`src/abort_fault_defines.vh`:
```
// Constants for the abort and fault classification unit.
`ifndef ABORT_FAULT_DEFINES_VH
`define ABORT_FAULT_DEFINES_VH

// Avalon register word offsets, decoded from address bits 5:2.
`define REG_CTRL 4'h0
`define REG_IFS 4'h1
`define REG_IFA 4'h2
`define REG_IAFS 4'h3
`define REG_DFS 4'h4
`define REG_DFA 4'h5
`define REG_DAFS 4'h6
`define REG_LINK 4'h7
`define REG_SAVED 4'h8
`define ADDR_HI 5
`define ADDR_LO 2

// Control register fields.
`define CTRL_ECC_LO 0
`define CTRL_ECC_HI 1
`define CTRL_MONITOR 2
`define CTRL_TCM_ERR_EN 3

// Parity/ECC handling modes.
`define ECC_IGNORE 2'h0
`define ECC_ABORT 2'h1
`define ECC_CORRECT 2'h2
`define ECC_CORR_ABORT 2'h3

// Fault status encodings.
`define FS_NONE 5'h00
`define FS_MPU 5'h0D
`define FS_SYNC_EXT 5'h08
`define FS_ASYNC_EXT 5'h16
`define FS_SYNC_PAR 5'h19
`define FS_ASYNC_PAR 5'h18
`define FS_DEBUG 5'h02
`define FS_WNR_BIT 11
`define FS_EXT_BIT 10

// Aux fault status fields.
`define AUX_RECOV_BIT 21
`define AUX_SRC_LO 22
`define AUX_WAY_LO 26
`define AUX_SET_LO 5

// Error source codes.
`define SRC_CACHE 3'h0
`define SRC_AXIM 3'h1
`define SRC_AXIP 3'h2
`define SRC_AHBP 3'h3
`define SRC_TCMA 3'h4
`define SRC_TCMB 3'h5

// Bus response codes.
`define RESP_OKAY 2'h0
`define RESP_SLVERR 2'h2
`define RESP_DECERR 2'h3

`endif

```
`src/abort_fault_handler.v`:
```
// Abort classification and fault status recording for the core pipeline.
// Contract
// (RULE_01) Protection faults synchronous, highest priority
// (RULE_02) Protection fault blocks outgoing bus transaction
// (RULE_03) Bus error on loads/fetch/exclusive/ordered: synchronous
// (RULE_04) Bus error on plain store: asynchronous
// (RULE_05) OKAY to exclusive read counts as error
// (RULE_06) Unsupported shared exclusives aborted as error
// (RULE_07) Peripheral bus ERROR equals slave error
// (RULE_08) Software selects parity/ECC handling mode
// (RULE_09) Debug halt turns silent correction into abort
// (RULE_10) Load/TCM-store ECC sync; cache store async
// (RULE_11) Memory error abort only on commit
// (RULE_12) Fixable errors always flagged correctable
// (RULE_13) Enabled TCM external error aborts or slave-errors
// (RULE_14) TCM write errors async, read errors sync
// (RULE_15) Retry repeats operation; retry is recoverable
// (RULE_16) Monitor debug events raise an abort
// (RULE_17) Abort loads link register with resume address
// (RULE_18) Abort saves state into saved status
// (RULE_19) Fault status records type and direction
// (RULE_20) Synchronous abort records fault address
// (RULE_21) Sync aux status: recoverable, source, way only
// (RULE_22) Async aux status: set and way; address kept
//
// Chosen here: the Avalon-MM register port and the register offsets.
`timescale 1ns/1ps
`default_nettype none
`include "abort_fault_defines.vh"

module abort_fault_handler (
  input wire clk,
  input wire reset,
  // Avalon-MM register slave.
  input wire [5:0] avs_address,
  input wire avs_read,
  input wire avs_write,
  input wire [31:0] avs_writedata,
  input wire [3:0] avs_byteenable,
  output reg [31:0] avs_readdata,
  output wire avs_waitrequest,
  // Access under check, one cycle per access.
  input wire acc_valid,
  input wire acc_is_instr,
  input wire acc_is_write,
  input wire acc_exclusive,
  input wire acc_strongly_ordered,
  input wire acc_in_tcm,
  input wire acc_periph,
  input wire acc_noncache,
  input wire acc_cache_miss,
  input wire acc_commit,
  input wire acc_speculative,
  input wire acc_cache_maint,
  input wire [31:0] acc_addr,
  input wire [31:0] acc_instr_addr,
  input wire [31:0] acc_cpu_state,
  // Protection unit outcome.
  input wire prot_fault,
  // Bus request from the pipeline and its gated copy.
  input wire bus_req_in,
  output wire bus_req_out,
  // Bus response.
  input wire bus_resp_valid,
  input wire [1:0] bus_resp,
  input wire bus_resp_ahb,
  input wire bus_resp_periph,
  input wire ahb_error,
  input wire excl_unsupported,
  // Parity/ECC detection.
  input wire ram_err,
  input wire ram_err_fixable,
  input wire ram_err_in_cache,
  input wire ram_err_tcm_b,
  input wire [1:0] ram_err_way,
  input wire [15:0] ram_err_set,
  // External TCM port error.
  input wire tcm_ext_err,
  input wire tcm_ext_retry,
  input wire tcm_ext_b,
  input wire tcm_slave_access,
  output reg tcm_slave_slverr,
  // Debug.
  input wire debug_halted,
  input wire dbg_breakpoint,
  input wire dbg_vector_catch,
  input wire dbg_watchpoint,
  input wire dbg_breakpoint_instruction,
  // Outcome to the pipeline.
  output reg sync_abort,
  output reg async_abort,
  output reg retry_op,
  output reg correct_err,
  output reg correctable_fault,
  output reg err_event_detect,
  output reg err_event_abort
);

  // Software control register.
  reg [31:0] ctrl_ff;
  // High in the second cycle of a read, once read data has been registered.
  reg rd_done_ff;
  // Fault recording registers.
  reg [31:0] instr_fault_status_ff;
  reg [31:0] instr_fault_address_ff;
  reg [31:0] instr_aux_fault_status_ff;
  reg [31:0] data_fault_status_ff;
  reg [31:0] data_fault_address_ff;
  reg [31:0] data_aux_fault_status_ff;
  reg [31:0] abort_link_register_ff;
  reg [31:0] abort_saved_status_ff;

  // Build an auxiliary status word from its fields.
  function [31:0] aux_word;
    input recov;
    input [2:0] src;
    input [1:0] way;
    input [15:0] set;
    begin
      aux_word = 32'h00000000;
      aux_word[`AUX_RECOV_BIT] = recov;
      aux_word[`AUX_SRC_LO +: 3] = src;
      aux_word[`AUX_WAY_LO +: 2] = way;
      aux_word[`AUX_SET_LO +: 16] = set;
    end
  endfunction

  // Build a fault status word from type and direction.
  function [31:0] fs_word;
    input [4:0] code;
    input wnr;
    begin
      fs_word = 32'h00000000;
      fs_word[3:0] = code[3:0];
      fs_word[`FS_EXT_BIT] = code[4];
      fs_word[`FS_WNR_BIT] = wnr;
    end
  endfunction

  wire [1:0] ecc_mode = ctrl_ff[`CTRL_ECC_HI:`CTRL_ECC_LO];
  wire monitor_mode = ctrl_ff[`CTRL_MONITOR];
  wire tcm_err_en = ctrl_ff[`CTRL_TCM_ERR_EN];

  // Outbound bus requests are suppressed for protection faults off the TCMs on peripheral, non-cacheable or cache-miss accesses.
  assign bus_req_out = bus_req_in & ~(prot_fault & ~acc_in_tcm &
    (acc_periph | acc_noncache | acc_cache_miss)); // RULE_02

  // A read waits one cycle so that registered read data already stands at the
  // edge where the master sees waitrequest low; writes are taken at once.
  assign avs_waitrequest = avs_read & ~rd_done_ff;

  // Classification of the current access.
  reg nxt_sync;
  reg nxt_async;
  reg nxt_retry;
  reg nxt_correct;
  reg nxt_debug;
  reg nxt_recov;
  reg [2:0] nxt_src;
  reg [4:0] nxt_code;
  reg nxt_ram_err; // The abort comes from a parity/ECC error.
  reg ext_err;
  reg ext_sync;
  reg ram_abort;
  reg ram_live;
  reg tcm_live;

  // Priority: protection, debug, retry, external, TCM external, parity/ECC.
  always @* begin
    nxt_sync = 1'b0;
    nxt_async = 1'b0;
    nxt_retry = 1'b0;
    nxt_correct = 1'b0;
    nxt_debug = 1'b0;
    nxt_recov = 1'b0;
    nxt_src = `SRC_CACHE;
    nxt_code = `FS_NONE;
    nxt_ram_err = 1'b0;
    // Bus errors, including the cases treated as slave error.
    ext_err = (bus_resp_valid & ((bus_resp == `RESP_SLVERR) | (bus_resp == `RESP_DECERR)
      | (bus_resp_ahb & ahb_error) // RULE_07
      | (acc_exclusive & ~acc_is_write & (bus_resp == `RESP_OKAY)))) // RULE_05
      // Unsupported shared exclusives are aborted here; no response is awaited.
      | (acc_exclusive & excl_unsupported & bus_resp_periph); // RULE_06
    ext_sync = ~acc_is_write | acc_is_instr | acc_exclusive | acc_strongly_ordered; // RULE_03
    // Speculative accesses ignore memory errors; aborts wait for commit.
    ram_live = ram_err & acc_commit & ~acc_speculative; // RULE_11
    tcm_live = tcm_ext_err & tcm_err_en & acc_commit & ~acc_speculative & ~tcm_slave_access;
    // Mode decides abort and correction; debug halt forces abort in the correct-only mode.
    ram_abort = (ecc_mode == `ECC_ABORT) | (ecc_mode == `ECC_CORR_ABORT) |
      ((ecc_mode == `ECC_CORRECT) & debug_halted); // RULE_08 RULE_09
    if (acc_valid) begin
      if (prot_fault) begin
        nxt_sync = 1'b1; // RULE_01
        nxt_code = `FS_MPU;
      end else if (monitor_mode & (dbg_breakpoint | dbg_vector_catch | dbg_watchpoint |
          dbg_breakpoint_instruction)) begin
        nxt_sync = 1'b1; // RULE_16
        nxt_debug = 1'b1;
        nxt_code = `FS_DEBUG;
      end else if (tcm_live & tcm_ext_retry & ~acc_is_write) begin
        nxt_retry = 1'b1; // RULE_15
      end else if (ext_err) begin
        nxt_sync = ext_sync; // RULE_03
        nxt_async = ~ext_sync; // RULE_04
        nxt_src = bus_resp_ahb ? `SRC_AHBP : (bus_resp_periph ? `SRC_AXIP : `SRC_AXIM);
        nxt_code = ext_sync ? `FS_SYNC_EXT : `FS_ASYNC_EXT;
      end else if (tcm_live) begin
        nxt_sync = ~acc_is_write; // RULE_13 RULE_14
        nxt_async = acc_is_write; // RULE_14
        nxt_src = tcm_ext_b ? `SRC_TCMB : `SRC_TCMA;
        nxt_code = acc_is_write ? `FS_ASYNC_EXT : `FS_SYNC_EXT;
      end else if (ram_live & (ecc_mode != `ECC_IGNORE)) begin
        nxt_correct = ram_err_fixable & (ecc_mode != `ECC_ABORT);
        nxt_recov = ram_err_fixable; // RULE_15
        nxt_src = ram_err_in_cache ? `SRC_CACHE : (ram_err_tcm_b ? `SRC_TCMB : `SRC_TCMA);
        if (ram_abort) begin
          nxt_ram_err = 1'b1;
          // Cache stores and maintenance are asynchronous, the rest synchronous.
          if (ram_err_in_cache & (acc_is_write | acc_cache_maint)) begin
            nxt_async = 1'b1; // RULE_10
            nxt_code = `FS_ASYNC_PAR;
          end else begin
            nxt_sync = 1'b1; // RULE_10
            nxt_code = `FS_SYNC_PAR;
          end
        end
      end
    end
  end

  // Registered outcome pulses and event outputs.
  always @(posedge clk) begin
    if (reset) begin
      sync_abort <= 1'b0;
      async_abort <= 1'b0;
      retry_op <= 1'b0;
      correct_err <= 1'b0;
      correctable_fault <= 1'b0;
      err_event_detect <= 1'b0;
      err_event_abort <= 1'b0;
      tcm_slave_slverr <= 1'b0;
    end else begin
      sync_abort <= nxt_sync;
      async_abort <= nxt_async;
      retry_op <= nxt_retry;
      correct_err <= nxt_correct;
      // Fixable errors are flagged whatever the mode.
      correctable_fault <= ram_err & ram_err_fixable; // RULE_12
      // Detection event fires even without commit; abort event only with abort.
      err_event_detect <= ram_err; // RULE_11
      err_event_abort <= (nxt_sync | nxt_async) & nxt_ram_err; // RULE_11
      // Slave-port TCM errors answer with a slave error instead of an abort.
      tcm_slave_slverr <= tcm_ext_err & tcm_err_en & tcm_slave_access; // RULE_13
    end
  end

  wire take_abort = nxt_sync | nxt_async;
  wire is_instr_side = acc_is_instr & ~nxt_async;
  // Cache location is only meaningful for a cache parity/ECC abort.
  wire cache_loc = nxt_ram_err & ram_err_in_cache;
  wire [1:0] cache_way = cache_loc ? ram_err_way : 2'h0;

  // Fault recording and software-written control register.
  always @(posedge clk) begin
    if (reset) begin
      ctrl_ff <= 32'h00000000;
      instr_fault_status_ff <= 32'h00000000;
      instr_fault_address_ff <= 32'h00000000;
      instr_aux_fault_status_ff <= 32'h00000000;
      data_fault_status_ff <= 32'h00000000;
      data_fault_address_ff <= 32'h00000000;
      data_aux_fault_status_ff <= 32'h00000000;
      abort_link_register_ff <= 32'h00000000;
      abort_saved_status_ff <= 32'h00000000;
    end else begin
      // Only the control register is writable; a write hitting an abort
      // cycle cannot collide because the fault registers are read-only.
      if (avs_write && avs_address[`ADDR_HI:`ADDR_LO] == `REG_CTRL) begin
        if (avs_byteenable[0]) begin
          ctrl_ff[7:0] <= avs_writedata[7:0];
        end
      end
      if (take_abort) begin
        abort_link_register_ff <= acc_instr_addr; // RULE_17
        abort_saved_status_ff <= acc_cpu_state; // RULE_18
        if (is_instr_side) begin
          instr_fault_status_ff <= fs_word(nxt_code, 1'b0); // RULE_19
        end else begin
          data_fault_status_ff <= fs_word(nxt_code, acc_is_write); // RULE_19
        end
      end
      if (nxt_sync) begin
        // Debug events record the address but leave aux status alone.
        if (is_instr_side) begin
          instr_fault_address_ff <= acc_addr; // RULE_20
          if (!nxt_debug) begin
            instr_aux_fault_status_ff <= aux_word(nxt_recov, nxt_src,
              cache_way, 16'h0000); // RULE_21
          end
        end else begin
          data_fault_address_ff <= acc_addr; // RULE_20
          if (!nxt_debug) begin
            data_aux_fault_status_ff <= aux_word(nxt_recov, nxt_src,
              cache_way, 16'h0000); // RULE_21
          end
        end
      end
      if (nxt_async) begin
        // Address register is left as it was.
        data_aux_fault_status_ff <= aux_word(nxt_recov, nxt_src,
          cache_way,
          cache_loc ? ram_err_set : 16'h0000); // RULE_22
      end
    end
  end

  // Read data decode; unmapped addresses read zero. Data is registered in the
  // first cycle of a read and stands unchanged through the accepting edge.
  always @(posedge clk) begin
    if (reset) begin
      avs_readdata <= 32'h00000000;
      rd_done_ff <= 1'b0;
    end else begin
      rd_done_ff <= avs_waitrequest;
      if (avs_waitrequest) begin
        case (avs_address[`ADDR_HI:`ADDR_LO])
          `REG_CTRL: avs_readdata <= ctrl_ff;
          `REG_IFS: avs_readdata <= instr_fault_status_ff;
          `REG_IFA: avs_readdata <= instr_fault_address_ff;
          `REG_IAFS: avs_readdata <= instr_aux_fault_status_ff;
          `REG_DFS: avs_readdata <= data_fault_status_ff;
          `REG_DFA: avs_readdata <= data_fault_address_ff;
          `REG_DAFS: avs_readdata <= data_aux_fault_status_ff;
          `REG_LINK: avs_readdata <= abort_link_register_ff;
          `REG_SAVED: avs_readdata <= abort_saved_status_ff;
          default: avs_readdata <= 32'h00000000;
        endcase
      end
    end
  end

endmodule
`default_nettype wire

```
`config.mk`:
```
export PLATFORM = sky130hd
export DESIGN_NAME = abort_fault_handler
export DESIGN_NICKNAME = d
export VERILOG_FILES = /design/src/abort_fault_handler.v
export VERILOG_INCLUDE_DIRS = /design/src
export SDC_FILE = /design/constraint.sdc
export NUM_CORES = 1
export LEC_CHECK = 0
export ABC_AREA = 1
export BUFFER_PORTS_ARGS = -buffer_cell sky130_fd_sc_hd__buf_2
export CAP_MARGIN = 20
export CORE_ASPECT_RATIO = 1.75
export CORE_MARGIN = 3
export CORE_UTILIZATION = 50
export DETAILED_ROUTE_END_ITERATION = 8
export GPL_TIMING_DRIVEN = 0
export PLACE_DENSITY = 0.74
export REMOVE_ABC_BUFFERS = 1
export SYNTH_ARGS = -nofsm -noshare
export SYNTH_HDL_FRONTEND = slang
export SYNTH_SLANG_ARGS = --single-unit
export TNS_END_PERCENT = 10
```
`constraint.sdc`:
```
create_clock -name clk -period 4.15 [get_ports clk]
set_clock_uncertainty 0.15 [all_clocks]
set_input_delay 0.6225 -clock clk [delete_from_list [all_inputs] [get_ports clk]]
set_output_delay 0.6225 -clock clk [all_outputs]
set_load 0.05 [all_outputs]
```
==> load_flow_metrics.sql <==
INSERT INTO impl_metrics (metric_group, metric, value, unit) VALUES
('grt', 'use_met2', '47.4', '%'),
('floorplanning', 'number_of_ports_placed_on_the_die_boundary', '236', ''),
('synth', 'postSynthRegisterBits', '216', ''),
('worst_setup_path', 'worstPathRequired', '4.42', 'ns'),
('outcome', 'run_status', 'complete, no violations', ''),
('grt', 'overflow', '0', ''),
('synth', 'fraction_of_synthesized_area_in_multiplexers', '0', '%'),
('power_and_ir_drop', 'seq_power_share', '48.5', '%'),
('worst_setup_path', 'crit_path_max_incr_delay', '0.58', 'ns'),
('grt', 'globalRoute.busiestLayer', 'met2', ''),
('drt', 'routed_wl', '27400', 'um'),
('placement', 'place.detailed.hpwl', '17900', 'um'),
('synth', 'syn-mean-instance-area', '6.97', 'sq um'),
('clocking', 'setup_bufs_post_cts', '0', ''),
('floorplanning', 'die_width', '108', 'um'),
('synth', 'post_synthesis_sequential_area_ratio', '47.1', '%'),
('layout', 'layoutNonFillerInstCount', '1728', ''),
('worst_setup_path', 'timing.critical_path.from_type', 'flop', ''),
('timing', 'setup_slack', '1.01', 'ns'),
('timing', 'worst_pin_slew', '1.10', 'ns'),
('synth', 'synth-adder-area-share', '0', '%'),
('synth', 'synthXorXnorAreaFrac', '0', '%'),
('placement', 'gp_congestion', '0.861', ''),
('timing', 'setup_viol', '0', ''),
('worst_setup_path', 'critical_path.max_fanout', '63', ''),
('clocking', 'clkTransAtPathRegs', '0.07', 'ns'),
('clocking', 'clock_sink_count', '216', ''),
('worst_setup_path', 'worst_ep_arrival_time', '3.41', 'ns'),
('clocking', 'clock_tree.htree_level_count', '1', ''),
('drt', 'remaining_design_rule_violation_count', '0', ''),
('floorplanning', 'placeableCoreArea', '18100', 'sq um'),
('synth', 'ys.flop_type', 'dfxtp_1', ''),
('layout', 'num-fill-cells', '1806', ''),
('synth', 'combinational_family_with_the_most_area_after_synthesis', 'simple AND/OR/NAND/NOR gates', ''),
('power_and_ir_drop', 'power-per-cell-area', '424', 'nW/um^2'),
('worst_setup_path', 'crit_type', 'reg2reg', ''),
('timing', 'final_clock_period_utilization_by_the_worst_path', '75.7', '%'),
('drt', 'antenna_violating_nets_post_route', '0', ''),
('floorplanning', 'fp.dieArea', '20100', 'sq um'),
('drt', 'routed_via_density', '5.30', ''),
('layout', 'drive_gt1_share', '18.2', '%'),
('grt', 'maximum_number_of_pins_on_one_net_before_global_route_repair', '103', ''),
('drt', 'first_iter_violations', '536', ''),
('drt', 'drt_pass1_iterations', '7', ''),
('power_and_ir_drop', 'power.ir.vdd_worst', '0.000321', 'V'),
('power_and_ir_drop', 'leakage', '5.08', 'nW'),
('clocking', 'root_buffer', 'clkbuf_16', ''),
('worst_setup_path', 'end_kind', 'flop', ''),
('synth', 'synthDistinctLibCells', '38', ''),
('clocking', 'tritoncts', 'done', ''),
('clocking', 'clkLatencyLatePin', '0.49', 'ns'),
('timing', 'layout_min_cycle_time', '3.14', 'ns'),
('clocking', 'cts-resized-gates', '0', ''),
('floorplanning', 'std_cell_rows', '65', ''),
('clocking', 'cts.path.max_buffers', '3', ''),
('worst_setup_path', 'timing.critical_path.slowest_stage_cell', 'inv_2', ''),
('placement', 'pre_cts_ws', '0.618', 'ns'),
('floorplanning', 'initial_core_util', '50.9', '%'),
('synth', 'async_reset_ff_share', '0', '%'),
('layout', 'seqCellArea', '4320', 'sq um'),
('synth', 'synth.yosys.warnings', '0', ''),
('power_and_ir_drop', 'internal_cell_power', '0.00345', 'W'),
('floorplanning', 'vertical_extent_of_the_die', '185', 'um'),
('synth', 'synth_compound_area_share', '16.2', '%'),
('synth', 'number_of_flops_mapped_to_enable_cells_by_yosys', '0', ''),
('timing', 'finalHoldViolCount', '0', ''),
('clocking', 'cts_made_buffers', '20', ''),
('worst_setup_path', 'cp.buffers_inverters', '3', ''),
('layout', 'area_growth', '20.6', '%'),
('synth', 'synth_largest_type_area_fraction', '47.1', '%'),
('timing', 'final-max-slew-violation-count', '0', '');
## worst min-delay path, cell delays in order
cell and delay, ns:
buf_2 0.07, nor2_1 0.03, nor2_1 0.08
## final cells by class
class	instances	share of cell area, %
Antenna cell	2	0.0452
Clock buffer	27	5.13
Clock inverter	8	0.666
Inverter	75	2.59
Multi-Input combinational cell	950	38.3
Sequential cell	216	39.0
Tap cell	234	2.64
Timing Repair Buffer	216	11.6
## metal layers
| metal | vias to the layer above | routed length (um) |
|---|---|---|
| met1 | 4229 | 10800 |
| met3 | 58 | 1560 |
| met4 | 0 | 901 |
| met2 | 292 | 14100 |
| li1 | 4575 | - |
| met5 | - | 0 |
## worst paths after layout
kind / depth (start not counted) / slack [ns] / end / start
worst max-delay path: 13 / 1.01 / abort_saved_status_ff[26]$_SDFFE_PP0P_ / ctrl_ff[3]$_SDFFE_PP0P_
worst min register to register: 2 / 0.30 / ctrl_ff[5]$_SDFFE_PP0P_ / ctrl_ff[5]$_SDFFE_PP0P_
worst max register to register: 13 / 1.01 / abort_saved_status_ff[26]$_SDFFE_PP0P_ / ctrl_ff[3]$_SDFFE_PP0P_
worst min-delay path: 3 / 0.20 / abort_saved_status_ff[4]$_SDFFE_PP0P_ / acc_cpu_state[4]
## cell usage in the layout (no fill, tap or decap), types with 2 or more instances in the layout
cell | synthesis | layout
clkinv_2 | 0 | 4
nand2_1 | 251 | 251
o211ai_1 | 4 | 4
nor2_2 | 3 | 3
a21oi_1 | 68 | 68
nand4_1 | 16 | 16
nor3_1 | 5 | 5
clkbuf_1 | 45 | 4
nand2_2 | 5 | 4
buf_16 | 0 | 8
nand3b_1 | 4 | 4
inv_1 | 67 | 66
a221oi_1 | 11 | 11
inv_2 | 6 | 6
buf_2 | 23 | 206
diode_2 | 0 | 2
clkinvlp_4 | 0 | 2
nand2_4 | 3 | 4
nand3_1 | 29 | 29
nor2_4 | 2 | 3
o21ai_0 | 157 | 157
dfxtp_1 | 216 | 216
clkbuf_16 | 0 | 21
o2111ai_1 | 4 | 4
nor2_1 | 358 | 357
a22o_1 | 12 | 12
o21ai_1 | 7 | 7
clkbuf_8 | 0 | 2
clkinv_1 | 2 | 2
## power groups by stage
stage | registers, W | logic [W] | clock network (W)
2_1_floorplan | 0.00233 | 0.000319 | 0
3_3_place_gp | 0.00232 | 0.000561 | 0
3_5_place_dp | 0.00232 | 0.000590 | 0
4_1_cts | 0.00228 | 0.000593 | 0.00184
5_1_grt | 0.00229 | 0.000664 | 0.00192
6_report | 0.00228 | 0.000592 | 0.00182
## metrics by stage
stage	hold WS, ns	area (sq um)	util (%)	setup TNS (ns)
after floorplan	0.264	8840	-	0
after global placement	0.276	10200	56.3	-253.08
after detailed placement	0.290	10400	57.8	0
after CTS	0.198	11100	61.3	0
after global routing	0.200	11100	61.4	0
final	0.202	11100	61.4	0
## flip-flops by register name (all words and copies together) (netlist names), 5 cells and up
name                       flops
abort_link_register_ff        32
abort_saved_status_ff         32
avs_readdata                  32
data_fault_address_ff         32
instr_fault_address_ff        32
data_aux_fault_status_ff      22
ctrl_ff                        8
data_fault_status_ff           6
instr_aux_fault_status_ff      6
instr_fault_status_ff          5
## cells in the mapped netlist (11+ instances only)
cell      instances
inv_1            67
dfxtp_1         216
a221oi_1         11
nand2_1         251
o21ai_0         157
a22o_1           12
buf_2            23
nand4_1          16
clkbuf_1         45
nand3_1          29
nor2_1          358
a21oi_1          68
## logic make-up after synthesis
logic type,Yosys count
AND/OR/NAND/NOR,680
buffers and inverters,152
flip-flops,216
AO/OA/AOI/OAI,270
(Power assumes the default switching activity.)
